<file path="src/shared/spi_flags_pkg.sv">
// Overview of operation
// port_enable set runs the serial logic and gives it the pins; clear disables it.
// stop_in_idle set halts serial logic while cpu idle; clear keeps it running.
// word arriving while receive buffer unread is discarded and sets overflow flag.
// receive_overflow_flag reads 0 unless an overflow has occurred.
// transmit_buffer_full_flag reads 1 while written value waits, shifting not begun.
// transmit_buffer_full_flag reads 0 once shifting began and buffer emptied.
// writing serial_data_buffer sets transmit_buffer_full_flag in hardware.
// receive_buffer_full_flag reads 1 once a completed word sits in the buffer.
// receive_buffer_full_flag reads 0 while reception incomplete and buffer empty.
// moving a completed word from shift register to buffer sets the full flag.
// unimplemented status bits always read zero.
// transmit_buffer_full_flag clears when buffered value moves into shift register.
// reading serial_data_buffer clears receive_buffer_full_flag.
package spi_flags_pkg;
  localparam int ADDR_W = 5;
  localparam int DW = 16;
  localparam int IRQ_W = 3;
  localparam int CNT_W = 5;
  localparam logic [ADDR_W-1:0] ADDR_STAT = 5'h00;
  localparam logic [ADDR_W-1:0] ADDR_CTRL = 5'h04;
  localparam logic [ADDR_W-1:0] ADDR_BUF = 5'h08;
  localparam logic [ADDR_W-1:0] ADDR_IRQ_ST = 5'h0C;
  localparam logic [ADDR_W-1:0] ADDR_IRQ_MASK = 5'h10;
  localparam int STAT_RBF = 0;
  localparam int STAT_TBF = 1;
  localparam int STAT_OVF = 6;
  localparam int STAT_SIDL = 13;
  localparam int STAT_EN = 15;
  localparam int CTRL_MODE16 = 0;
  localparam int IRQ_RX = 0;
  localparam int IRQ_TX = 1;
  localparam int IRQ_OVF = 2;
  localparam logic [31:0] STAT_MASK = 32'h0000A043;
  localparam logic [DW-1:0] BUF_RST = 16'h0000;
  localparam logic [IRQ_W-1:0] IRQ_RST = 3'h0;
  localparam logic OE_N_RST = 1'b1;
  localparam logic [CNT_W-1:0] BITS_BYTE = 5'h08;
  localparam logic [CNT_W-1:0] BITS_WORD = 5'h10;
endpackage : spi_flags_pkg

</file>
<file path="src/hw/spi_pin_sync.sv">
module spi_pin_sync #(
  parameter int W = 3
) (
  input wire logic pclk,
  input wire logic presetn,
  input wire logic [W-1:0] din,
  output logic [W-1:0] dout
);
  typedef struct packed {
    logic [W-1:0] s1;
    logic [W-1:0] s2;
  } sync_state_type;

  sync_state_type q, d;

  // first stage feeds only the second
  always_comb begin
    d.s1 = din;
    d.s2 = q.s1;
  end

  always_ff @(posedge pclk or negedge presetn) begin
    if (!presetn) begin
      q <= '0;
    end else begin
      q <= d;
    end
  end

  assign dout = q.s2;
endmodule : spi_pin_sync

</file>
<file path="src/hw/spi_shift_engine.sv">
module spi_shift_engine (
  input wire logic pclk,
  input wire logic presetn,
  input wire logic run,
  input wire logic sck,
  input wire logic sdi,
  input wire logic ss_n,
  input wire logic mode16,
  input wire logic tx_valid,
  input wire logic [spi_flags_pkg::DW-1:0] tx_data,
  output logic tx_take,
  output logic rx_done,
  output logic [spi_flags_pkg::DW-1:0] rx_word,
  output logic sdo
);
  import spi_flags_pkg::*;

  typedef struct packed {
    logic sck_prev;
    logic loaded;
    logic [CNT_W-1:0] cnt;
    logic [DW-1:0] sh;
    logic take;
    logic done;
  } eng_state_type;

  eng_state_type q, d;

  always_comb begin
    d = q;
    d.take = 1'b0;
    d.done = 1'b0;
    d.sck_prev = sck;
    if (!run || ss_n) begin
      // halted or deselected: any partial word is dropped
      d.cnt = '0;
      d.loaded = 1'b0;
    end else if (!q.loaded) begin
      d.loaded = 1'b1;
      d.take = tx_valid;
      if (!tx_valid) begin
        d.sh = '0;
      end else if (mode16) begin
        d.sh = tx_data;
      end else begin
        d.sh = {tx_data[7:0], 8'h00};
      end
    end else if (sck && !q.sck_prev) begin
      d.sh = {q.sh[DW-2:0], sdi};
      d.cnt = q.cnt + 5'h01;
      if (d.cnt == (mode16 ? BITS_WORD : BITS_BYTE)) begin
        d.done = 1'b1;
        d.loaded = 1'b0;
        d.cnt = '0;
      end
    end
  end

  always_ff @(posedge pclk or negedge presetn) begin
    if (!presetn) begin
      q <= '0;
    end else begin
      q <= d;
    end
  end

  assign tx_take = q.take;
  assign rx_done = q.done;
  assign rx_word = mode16 ? q.sh : {8'h00, q.sh[7:0]};
  assign sdo = q.sh[DW-1];
endmodule : spi_shift_engine

</file>
<file path="src/hw/spi_status_flags.sv">
// Decided for this implementation: the APB slave port and the placing of the registers.
module spi_status_flags (
  input wire logic pclk,
  input wire logic presetn,
  input wire logic [spi_flags_pkg::ADDR_W-1:0] paddr,
  input wire logic psel,
  input wire logic penable,
  input wire logic pwrite,
  input wire logic [31:0] pwdata,
  output logic [31:0] prdata,
  output logic pready,
  output logic pslverr,
  input wire logic cpu_idle,
  input wire logic serial_clock_pin,
  input wire logic serial_data_in_pin,
  input wire logic slave_select_pin_n,
  output logic serial_data_out_pin,
  output logic serial_data_out_oe_n,
  output logic irq
);
  import spi_flags_pkg::*;

  typedef struct packed {
    logic en;
    logic sidl;
    logic ovf;
    logic tbf;
    logic rbf;
    logic mode16;
    logic [DW-1:0] tx_buf;
    logic [DW-1:0] rx_buf;
    logic [IRQ_W-1:0] irq_st;
    logic [IRQ_W-1:0] irq_mask;
    logic irq;
    logic [31:0] prdata;
    logic pready;
    logic pslverr;
    logic sdo;
    logic sdo_oe_n;
  } flags_state_type;

  localparam flags_state_type ST_RST = '{
    tx_buf: BUF_RST,
    rx_buf: BUF_RST,
    irq_st: IRQ_RST,
    irq_mask: IRQ_RST,
    sdo_oe_n: OE_N_RST,
    default: '0
  };

  flags_state_type q, d;

  logic sck_s;
  logic sdi_s;
  logic ss_n_s;
  logic run;
  logic eng_take;
  logic eng_done;
  logic eng_sdo;
  logic [DW-1:0] eng_word;
  logic acc;
  logic wr;
  logic rd_buf;
  logic col;
  logic store;
  logic [IRQ_W-1:0] ev;
  logic apb_setup;
  logic wr_buf;
  logic wr_stat;

  spi_pin_sync #(
    .W(3)
  ) u_sync (
    .pclk(pclk),
    .presetn(presetn),
    .din({serial_clock_pin, serial_data_in_pin, slave_select_pin_n}),
    .dout({sck_s, sdi_s, ss_n_s})
  );

  // idle halt stops the shifter; pins stay owned so the line does not float
  assign run = q.en && !(q.sidl && cpu_idle); // see R1

  spi_shift_engine u_eng (
    .pclk(pclk),
    .presetn(presetn),
    .run(run),
    .sck(sck_s),
    .sdi(sdi_s),
    .ss_n(ss_n_s),
    .mode16(q.mode16),
    .tx_valid(q.tbf),
    .tx_data(q.tx_buf),
    .tx_take(eng_take),
    .rx_done(eng_done),
    .rx_word(eng_word),
    .sdo(eng_sdo)
  );

  function automatic logic mapped(input logic [ADDR_W-1:0] a);
    return a inside {ADDR_STAT, ADDR_CTRL, ADDR_BUF, ADDR_IRQ_ST, ADDR_IRQ_MASK};
  endfunction : mapped

  function automatic logic [31:0] read_mux(input flags_state_type s,
                                           input logic [ADDR_W-1:0] a);
    logic [31:0] r;
    r = '0;
    case (a)
      ADDR_STAT: begin
        r[STAT_EN] = s.en;
        r[STAT_SIDL] = s.sidl;
        r[STAT_OVF] = s.ovf;
        r[STAT_TBF] = s.tbf;
        r[STAT_RBF] = s.rbf;
      end
      ADDR_CTRL: r[CTRL_MODE16] = s.mode16;
      ADDR_BUF: r[DW-1:0] = s.rx_buf;
      ADDR_IRQ_ST: r[IRQ_W-1:0] = s.irq_st;
      ADDR_IRQ_MASK: r[IRQ_W-1:0] = s.irq_mask;
      default: r = '0;
    endcase
    return r;
  endfunction : read_mux

  // no wait state: pready rises in the first access cycle
  assign acc = psel && penable && q.pready;
  assign wr = acc && pwrite && !q.pslverr;
  assign rd_buf = acc && !pwrite && paddr == ADDR_BUF;
  // a read in the same cycle frees the buffer, so that word is kept
  assign col = eng_done && q.rbf && !rd_buf;
  assign store = eng_done && !col;
  assign ev = {col, eng_take, store};
  assign apb_setup = psel && !penable && !q.pready;
  assign wr_buf = wr && paddr == ADDR_BUF;
  assign wr_stat = wr && paddr == ADDR_STAT;

  always_comb begin
    d = q;
    if (apb_setup) begin
      d.pready = 1'b1;
      d.pslverr = !mapped(paddr);
    end else if (acc) begin
      d.pready = 1'b0;
      d.pslverr = 1'b0;
    end
    if (wr && paddr == ADDR_STAT) begin
      d.en = pwdata[STAT_EN];
      d.sidl = pwdata[STAT_SIDL];
      if (!pwdata[STAT_OVF]) begin
        d.ovf = 1'b0;
      end
    end
    if (wr && paddr == ADDR_CTRL) begin
      d.mode16 = pwdata[CTRL_MODE16];
    end
    if (wr && paddr == ADDR_IRQ_MASK) begin
      d.irq_mask = pwdata[IRQ_W-1:0];
    end
    d.irq_st = q.irq_st;
    if (wr && paddr == ADDR_IRQ_ST) begin
      d.irq_st = q.irq_st & ~pwdata[IRQ_W-1:0];
    end
    d.irq_st = d.irq_st | ev;
    if (eng_take) begin
      d.tbf = 1'b0; // see R6
    end
    if (wr && paddr == ADDR_BUF) begin
      d.tx_buf = pwdata[DW-1:0];
      d.tbf = 1'b1; // see R5
    end
    if (rd_buf) begin
      d.rbf = 1'b0; // see R9
    end
    if (store) begin
      d.rx_buf = eng_word;
      d.rbf = 1'b1; // see R8
    end
    if (col) begin
      d.ovf = 1'b1;
    end
    // sampled after this edge's updates, so a word stored now is what the read returns
    if (apb_setup) begin
      d.prdata = read_mux(d, paddr);
    end
    d.irq = |(d.irq_st & d.irq_mask);
    d.sdo = run && eng_sdo;
    d.sdo_oe_n = !(q.en && !ss_n_s);
  end

  always_ff @(posedge pclk or negedge presetn) begin
    if (!presetn) begin
      q <= ST_RST;
    end else begin
      q <= d;
    end
  end

  assign prdata = q.prdata;
  assign pready = q.pready;
  assign pslverr = q.pslverr;
  assign irq = q.irq;
  assign serial_data_out_pin = q.sdo;
  assign serial_data_out_oe_n = q.sdo_oe_n;
endmodule : spi_status_flags

</file>
<file path="config.mk">
export PLATFORM = sky130hd
export DESIGN_NAME = spi_status_flags
export DESIGN_NICKNAME = d
export VERILOG_FILES = /design/src/shared/spi_flags_pkg.sv /design/src/hw/spi_pin_sync.sv /design/src/hw/spi_shift_engine.sv /design/src/hw/spi_status_flags.sv
export SDC_FILE = /design/constraint.sdc
export NUM_CORES = 1
export LEC_CHECK = 0
export ABC_CLOCK_PERIOD_IN_PS = 3640
export BUFFER_PORTS_ARGS = -buffer_cell sky130_fd_sc_hd__buf_2
export CAP_MARGIN = 30
export CORE_MARGIN = 1.5
export CORE_UTILIZATION = 30
export CTS_CLUSTER_SIZE = 28
export DETAILED_ROUTE_END_ITERATION = 10
export PLACE_DENSITY = 0.46
export SETUP_SLACK_MARGIN = 0.1
export SLEW_MARGIN = 20
export SYNTH_ARGS = -nofsm -noshare
export SYNTH_HDL_FRONTEND = slang
export SYNTH_HIERARCHICAL = 1
export SYNTH_SLANG_ARGS = --single-unit
</file>
<file path="constraint.sdc">
create_clock -name pclk -period 3.64 [get_ports pclk]
set_clock_uncertainty 0.1 [all_clocks]
set_input_delay 0.364 -clock pclk [delete_from_list [all_inputs] [get_ports pclk]]
set_output_delay 0.364 -clock pclk [all_outputs]
set_load 0.02 [all_outputs]
</file>
# --- Word-level counts from Yosys, hierarchy flattened ---
# Index checks and enable logic that the tools add are counted.
word_totals:
  in_bits: 46
  latchBits: 0
  rom_bits: 0
  ramBits: 0
  n_memories: 0
  regBits: 96
  wordCells: 115
op_classes:
  order_cmp: 0
  div_mod_pow: 0
  n_eq_ne: 6
  bitwise: 5
  muxes: 37
  multipliers: 0
  n_shift: 0
  add_sub_neg: 1
  n_reduce_logical: 42
ops:
  columns: ["operator", "count"]
  rows:
  - ["$mux 16", 5]
  - ["$mux 22", 1]
  - ["$logic_and 1x1->1", 21]
  - ["$mux 6", 3]
  - ["$mux 1", 13]
  - ["$logic_not 1->1", 12]
  - ["$mux 3", 4]
  - ["$eq 5x4->1 const B", 2]
  - ["$mux 5", 2]
  - ["$and 3x3->3", 2]
  - ["$mux 2", 3]
  - ["$pmux 1 s2", 3]
  - ["$reduce_bool 2->1", 3]
  - ["$add 5x1->5 const B", 1]
  - ["$eq 5x3->1 const B", 1]
  - ["$eq 5x5->1", 1]
  - ["$eq 5x5->1 const B", 1]
  - ["$logic_not 5->1", 1]
  - ["$pmux 1 s5", 1]
  - ["$reduce_bool 5->1", 1]
  - ["$pmux 1 s4", 1]
  - ["$reduce_and 2->1", 2]
  - ["$not 3->3", 1]
  - ["$or 3x3->3", 1]
  - ["5 further kinds", 5]

# --- Logic depth before layout (Yosys ltp) ---
# Gate-level depths: netlist (run 1).
depth:
  depth_word: 11
  mapped_depth: 7
  depth_no_buf: 5

# --- By module ---
# The synthesis (run 1) kept the hierarchy.
modules_own_cells:
  columns: ["mod", "instances", "seq_area_each_um2", "area_per_inst_um2", "cells_per_inst"]
  rows:
  - ["spi_status_flags", 1, 1627.8, 3109.2, 253]
  - ["spi_shift_engine", 1, 625.6, 1534.0, 130]
  - ["spi_pin_sync", 1, 150.1, 150.1, 6]

# --- Least setup slack after synthesis (run 1) ---
# Ideal clock, no wire load.
synth_path:
  path_type: "input to register"
  from: "input port paddr[4] in the netlist's numbering"
  to: "register q[65] in the netlist's numbering"
  n_path_buf: 2
  t_arrival_ns: 2.062
  path_slack_ns: 1.353
  stages: 6
  required_time_ns: 3.415
  setup_ns: 0.125
  cell_sequence: "or4b_1 > buf_2 > nand2b_4 > nor3_4 > buf_4 > mux2_2"
synth_via:
  elab_chain_len: 2
synth_rtl:
  columns: ["item", "line", "source"]
  rows:
  - ["from (decl)", "spi_status_flags.sv:5", "input wire logic [spi_flags_pkg::ADDR_W-1:0] paddr,"]
  - ["$eq 5x4->1", "spi_status_flags.sv:166", "if (wr && paddr == ADDR_BUF) begin"]
  - ["$logic_and 1x1->1", "spi_status_flags.sv:166", null]
  - ["to (signal assigned)", "spi_status_flags.sv:191", "q <= ST_RST;"]
  - ["to (signal assigned)", "spi_status_flags.sv:193", "q <= d;"]
  - ["to (decl)", "spi_status_flags.sv:51", "flags_state_type q, d;"]
# Every way passes these cells.
# A chain may end at the register's enable or synchronous reset.

# --- Worst setup path after layout (run 1) ---
layout_path:
  from: "register q[80] in the netlist's numbering"
  to: "register u_eng/q[12] in the netlist's numbering"
layout_via:
  elab_chain_len: 5
layout_rtl:
  columns: ["item", "line", "source"]
  rows:
  - ["$logic_and 1x1->1", "spi_status_flags.sv:81", "assign run = q.en && !(q.sidl && cpu_idle);"]
  - ["net run", "spi_status_flags.sv:56", "logic run;"]
  - ["$logic_not 1->1", "spi_shift_engine.sv:34", "if (!run || ss_n) begin"]
  - ["$logic_or 1x1->1", "spi_shift_engine.sv:34", null]
  - ["$not 1->1 (no source line)", null, null]
  - ["$reduce_and 2->1 (no source line)", null, null]
  - ["to (signal assigned)", "spi_shift_engine.sv:61", "q <= '0;"]
  - ["to (signal assigned)", "spi_shift_engine.sv:63", "q <= d;"]
  - ["to (decl)", "spi_shift_engine.sv:27", "eng_state_type q, d;"]
# The timed path passes the listed nets, and every way through them passes these cells.

==> results.md, run 1 <==
* Reg2reg end: u_eng/q[12]
* Reg power frac at 51.2%
* HPWL after DPL at 7412 microns
* Crit start category: flip-flop
* Final nets at 463
* Power share of the clock group at 40.2%
* Ratio of cells with drive above 1 in the final layout at 34.52%
* Storage cell area at 2404 sq um
* Post-Syn Area per Cell at 12.32 sq um
* Post-Syn Instances at 389
* CORE AREA at 15770 sq um
* Syn Std Cell Area at 4793 sq um
* Setup-failing EPs final at 0
* Max Slew Vio Count at 0
* Peak supply drop at 0.0002130 V
* Crit-path cells: a21boi_0 > nand2b_1 > a21oi_4 > mux2_2
* Synth area leaders: dfrtp_1 50%, mux2_2 14%, buf_4 6.6%
* P_sw at 0.5530 mW
* EDFF count, synth at 0
* Max Cap Viol at 0
* Ant diodes at 0
* Pwr dens at 414.3 nW/um^2
* Slowest CP cell: a21oi_4
* Root Driver: clkbuf_16
* Die Width at 129.4 microns
* First-pass DRT Iterations at 4
* CP Capture Type: flip-flop
* Synth warnings at 6
* Largest fanout on the critical path at 16
* Final Hold Viols at 0
* CTS sink count at 96
* Min-delay src: serial_data_in_pin
* Post-synth top cells: 95 x dfrtp_1, 58 x mux2_2, 42 x buf_4, 18 x a22o_1, 18 x nand2_1
* Cells after DPL at 620
* Hold Crit Depth at 1
* WP data required at 3.77 ns
* Placer Congestion at 0.8490
* FILL cells at 1618
* Async SR Flop Fraction at 100.0%
* Leakage power at 2.560 nW
* Worst skew pair latency at 0.35 ns
* Initial Utilization at 30.40%
* R2r setup slk at 1.07 ns
* First-pass GRT wire length at 16850 microns
* Non-filler cells, final at 636
* Hold crit path type: input port to flip-flop
* Vias at 3002
* CP max stage delay at 0.59 ns
* CTS max path bufs at 2
* Cell Int Power at 1.638 mW
* Fmax at 389.1 MHz
* # H-tree levels at 3
* Actual slew at the worst max-slew pin at 0.8587 ns
* Post-synth top area cell: dfrtp_1
* GRT overflow at 0
* Utilization after layout at 33.54%
* DR WL/cell at 16.40 microns
* Seq/Total Area, Yosys at 50.14%
* TNS Setup at 0 ns
* Die Span Y at 129.4 microns
* CP top delay family: compound AO/OA/AOI/OAI gates
* Comb pwr share at 8.6%
* CTS clk-pin slew, worst paths at 0.07 ns
* Ports at 83
* CP Class: flip-flop to flip-flop
* Worst R2R Path Depth at 4
* Status: finished, final reports clean
* DR iter-0 viols at 104
* CTS Buf Count at 9
* Arr. time, crit path at 2.70 ns
* RSZ-0062 raised after global routing: false
* Multi-input logic area at 2013 sq um
* P&R area growth vs syn at 10.34%
* CTS Hold Bufs at 1
* FF+latch count, synth at 96
* Antenna viol nets, final at 0
* Synth Flop Type: dfrtp_1
* Post-route clock period utilization at 70.60%
* Most frequent cell after synthesis: dfrtp_1
* Worst Hold End: u_sync/d[1]
* Worst rel slew slack at 42.54%
* Core Rows at 46
* Vias/cell at 4.720
* DIE AREA at 16750 sq um
* Initial antenna violation count at 0
* Top cell type's share of synthesized area at 49.60%
* Reg-to-reg critical path startpoint: q[80]
* Post_cts resized at 0
* Vias in the first global route at 3031
* Final wirelength at 10430 microns
* CP bufs+invs at 0
* Gr usage total at 13.42%
* Number of distinct library cells after synthesis at 68
* CTS tree: yes
* Switching share of power at 25.24%
* Port Buf Inserts at 50
* Post-CTS Setup Inserts at 0
* Post-route DRC at 0
* Largest net degree at the start of global routing at 41
* Final Critical Period at 2.570 ns
## area by class of cell
class,count,area share (%)
inverter,6,0.4258
clock inverter,4,0.5441
sequential,96,45.45
tap,216,5.110
multi-input combinational,247,38.06
timing repair buffer,56,5.820
clock buffer,11,4.590
## how the worst max path moves through the flow
| stage | start | end | slack [ns] | depth (start not counted) |
|---|---|---|---|---|
| 2_1_floorplan | paddr[4] | q[65] | 1.35 | 6 |
| 3_3_place_gp | paddr[4] | prdata[2] | 1.06 | 6 |
| 3_5_place_dp | paddr[4] | prdata[8] | 1.08 | 5 |
| 4_1_cts | q[80] | u_eng/q[11] | 1.11 | 4 |
| 5_1_grt | q[80] | u_eng/q[12] | 0.98 | 4 |
| 6_report | q[80] | u_eng/q[12] | 1.07 | 4 |
## routing by layer
metal  up-vias  track usage (%)  share of wire, %
li1       1422                -                 -
met1      1499            18.54                48
met2        64            20.40                46
met3        17            2.890               4.2
met4         0            5.618               1.9
met5         -                0                 0
## worst register-to-register path, cell delays in order, from the launching register on
cell and delay (ns):
dfrtp_1 0.43, a21boi_0 0.53, nand2b_1 0.41, a21oi_4 0.59
mux2_2 0.40
## power groups by stage
stage / clock network [mW] / registers (mW) / logic (mW)
final: 0.881 / 1.12 / 0.189
after floorplan: 0 / 1.14 / 0.137
after detailed placement: 0 / 1.14 / 0.190
after global routing: 0.946 / 1.13 / 0.209
after global placement: 0 / 1.14 / 0.186
after CTS: 0.912 / 1.12 / 0.191
## cell families after synthesis
group	Yosys count	synth area share, %
multiplexers	68	16.44
adder cells (fa/ha/maj)	1	0.2610
buffers and inverters	61	9.031
flip-flops	96	50.14
AND/OR/NAND/NOR	90	11.35
XOR/XNOR	2	0.3655
other	1	0.07823
AO/OA/AOI/OAI	70	12.32
## per-stage QoR
step | worst slack (ns) | power [mW] | instance area [sq um] | hold slack [ns]
after floorplan | 1.353 | 1.274 | 4850 | -0.03159
after global placement | 1.063 | 1.329 | 4992 | 0.2332
after detailed placement | 1.082 | 1.331 | 5007 | 0.2347
after CTS | 1.112 | 2.225 | 5289 | 0.005386
after global routing | 0.9815 | 2.280 | 5289 | 0.009517
final | 1.070 | 2.191 | 5289 | 0.01823
## state kept, by name (all words and copies together), names as in the netlist
signal                cells
u_eng/q                  22
pslverr                   1
serial_data_out_pin       1
u_sync/d                  3
pready                    1
q                        44
u_eng/sdo                 1
serial_data_out_oe_n      1
irq                       1
u_eng/rx_done             1
u_sync/dout               3
prdata                   16
u_eng/tx_take             1
## layout by cell type, fill, tap and decap left out, drive strengths merged, types with 3 or more instances in the layout
master,n
nand2b,7
a32o,8
a21boi,4
buf,55
a21oi,7
dfrtp,95
o21ai,4
nor3,5
clkbuf,11
a31o,3
nor2,12
mux2i,3
mux2,65
nand3,6
conb,16
nand2,18
a22o,18
a21o,4
or3,3
nand4b,4
nor2b,7
and2,11
inv,7
No activity file was read; power rests on OpenSTA's default activity.
==> inputs of run 2 (changes only) <==
ABC_CLOCK_PERIOD_IN_PS = 2400   (was 3640)
clock period = 2.4 ns   (was 3.64 ns; I/O delays follow)
==> results.md, run 2 (same netlist as run 1, synthesis figures left out) <==
* Status: finished, final reports clean
* Die Width at 129.4 microns (unchanged)
* Max reg flops at 44 (unchanged)
* HPWL after DPL at 7689 microns (+3.7%)
* Final Hold Viols at 0 (unchanged)
* RSZ-0062 raised after global routing: false
* Largest net degree at the start of global routing at 43 (+4.9%)
* CTS Hold Bufs at 4 (+3)
* Most frequent cells in the layout: 95 x dfrtp_1, 58 x mux2_2, 49 x buf_2, 22 x buf_4
* P_sw at 0.9157 mW (+66%)
* CP Capture Type: flip-flop
* CTS Buf Count at 9 (unchanged)
* DR WL/cell at 16.31 microns (-0.56%)
* Port Buf Inserts at 50 (unchanged)
* Initial Utilization at 30.40% (unchanged)
* Final WS setup at 0.3227 ns (-0.7473 ns)
* First-pass DRT Iterations at 4 (unchanged)
* Placer Congestion at 0.8294 (-2.3%)
* P&R area growth vs syn at 15.43%
* Ports at 83 (unchanged)
* Max Cap Viol at 0 (unchanged)
* Final nets at 485 (+4.8%)
* First-pass GRT wire length at 17070 microns (+1.3%)
* Fmax at 481.4 MHz (+24%)
* Reg power frac at 48.2% (-3.0 points)
* WP data required at 2.52 ns (-1.25 ns)
* Largest fanout on the critical path at 3 (-13)
* Vias/cell at 4.653 (-1.4%)
* Vias at 3066 (+2.1%)
* Setup-failing EPs final at 0 (unchanged)
* Commonest non-fill, non-tap cell in the layout: dfrtp_1
* Final instance area at 5533 sq um (+4.6%)
* CORE AREA at 15770 sq um (unchanged)
* Worst skew pair latency at 0.36 ns (about the same)
* Core Rows at 46 (unchanged)
* # H-tree levels at 3 (unchanged)
* Actual slew at the worst max-slew pin at 0.7505 ns (-0.1082 ns)
* Cell Int Power at 2.613 mW (+59%)
* CP Class: flip-flop to flip-flop
* Hold crit path type: input port to flip-flop
* CTS sink count at 96 (unchanged)
* Storage cell area at 2404 sq um (unchanged)
* CTS clk-pin slew, worst paths at 0.07 ns (about the same)
* Pre-CTS setup slack at 0.05208 ns (-1.030 ns)
* Comb pwr share at 9.1% (+0.5 points)
* Max Slew Vio Count at 0 (unchanged)
* Die Span Y at 129.4 microns (unchanged)
* Arr. time, crit path at 2.20 ns (-0.50 ns)
* Post_cts resized at 0 (unchanged)
* Worst rel slew slack at 49.97% (+7.4 points)
* Post-CTS Setup Inserts at 0 (unchanged)
* Switching share of power at 25.95% (+0.71 points)
* Post-route clock period utilization at 86.55% (+16 points)
* CTS tree: yes
* TNS Setup at 0 ns (unchanged)
* Final Critical Period at 2.077 ns (-0.4927 ns)
* Post-route DRC at 0 (unchanged)
* Root Driver: clkbuf_16
* Peak supply drop at 0.0003365 V (+58%)
* Vias in the first global route at 3036 (+0.16%)
* Ratio of cells with drive above 1 in the final layout at 37.47% (+2.9 points)
* Crit start category: flip-flop
* Fin Hold WS at 0.01901 ns (+0.0007834 ns)
* Leakage power at 2.697 nW (+5.4%)
* Gr usage total at 13.63% (+0.21 points)
* DR iter-0 viols at 145 (+39%)
* Top reg by flops: q
* DIE AREA at 16750 sq um (unchanged)
* Pwr dens at 637.7 nW/um^2 (+54%)
* Ant diodes at 0 (unchanged)
* Initial antenna violation count at 0 (unchanged)
* FILL cells at 1608 (-0.62%)
* Power share of the clock group at 42.7% (+2.5 points)
* Placed Area at 5180 sq um (+3.4%)
* Antenna viol nets, final at 0 (unchanged)
* CTS max path bufs at 2 (unchanged)
* Multi-input logic area at 2013 sq um (unchanged)
* Final wirelength at 10750 microns (+3.0%)
* GRT overflow at 0 (unchanged)
## run 2: final cells by class
class	instances	area share, %
flip-flops and latches	96	43.44
clock inverters	7	1.583
inverters	6	0.4071
well taps	216	4.885
repair buffers	78	9.227
multi-input cells	247	36.39
clock buffers	9	4.071
## run 2: through the flow
| step | util (%) | instances | total power [mW] |
|---|---|---|---|
| after floorplan | - | 404 | 1.932 |
| after global placement | 32.85 | 639 | 2.046 |
| after detailed placement | 32.85 | 639 | 2.051 |
| after CTS | 35.08 | 659 | 3.596 |
| after global routing | 35.08 | 659 | 3.684 |
| final | 35.08 | 659 | 3.528 |
## run 2: path summary, 6_finish.rpt
path / end / slack, ns / cells after the start / startpoint
max: prdata[2] / 0.32 / 5 / pready
min: q[71] / 0.02 / 2 / pwdata[12]
max reg2reg: prdata[2] / 0.32 / 5 / pready
min reg2reg: u_sync/dout[0] / 0.25 / 0 / u_sync/d[0]
max in group asynchronous: prdata[6] / 1.23 / 3 / presetn
min in group asynchronous: u_sync/d[0] / 0.32 / 2 / presetn
## run 2: layer usage
layer | part of all wire (%) | vias up | track usage [%]
li1 | - | 1464 | -
met3 | 3.8 | 14 | 2.684
met5 | 0 | - | 0
met4 | 1.8 | 0 | 5.948
met1 | 48 | 1527 | 18.50
met2 | 47 | 61 | 21.18
## run 2: worst max-delay path, stage by stage (launching register included)
cell      delay [ns]
dfrtp_1         0.36
nand4b_1        0.23
a21boi_0        0.32
mux2_2          0.38
a222oi_1        0.45
o31ai_1         0.11
## run 2: power by group through the flow
stage                     Sequential, mW  Clock [mW]  Combinational, mW
final                               1.70        1.51              0.320
after global routing                1.71        1.63              0.352
after CTS                           1.70        1.57              0.325
after detailed placement            1.73           0              0.319
after global placement              1.73           0              0.316
after floorplan                     1.73           0              0.207
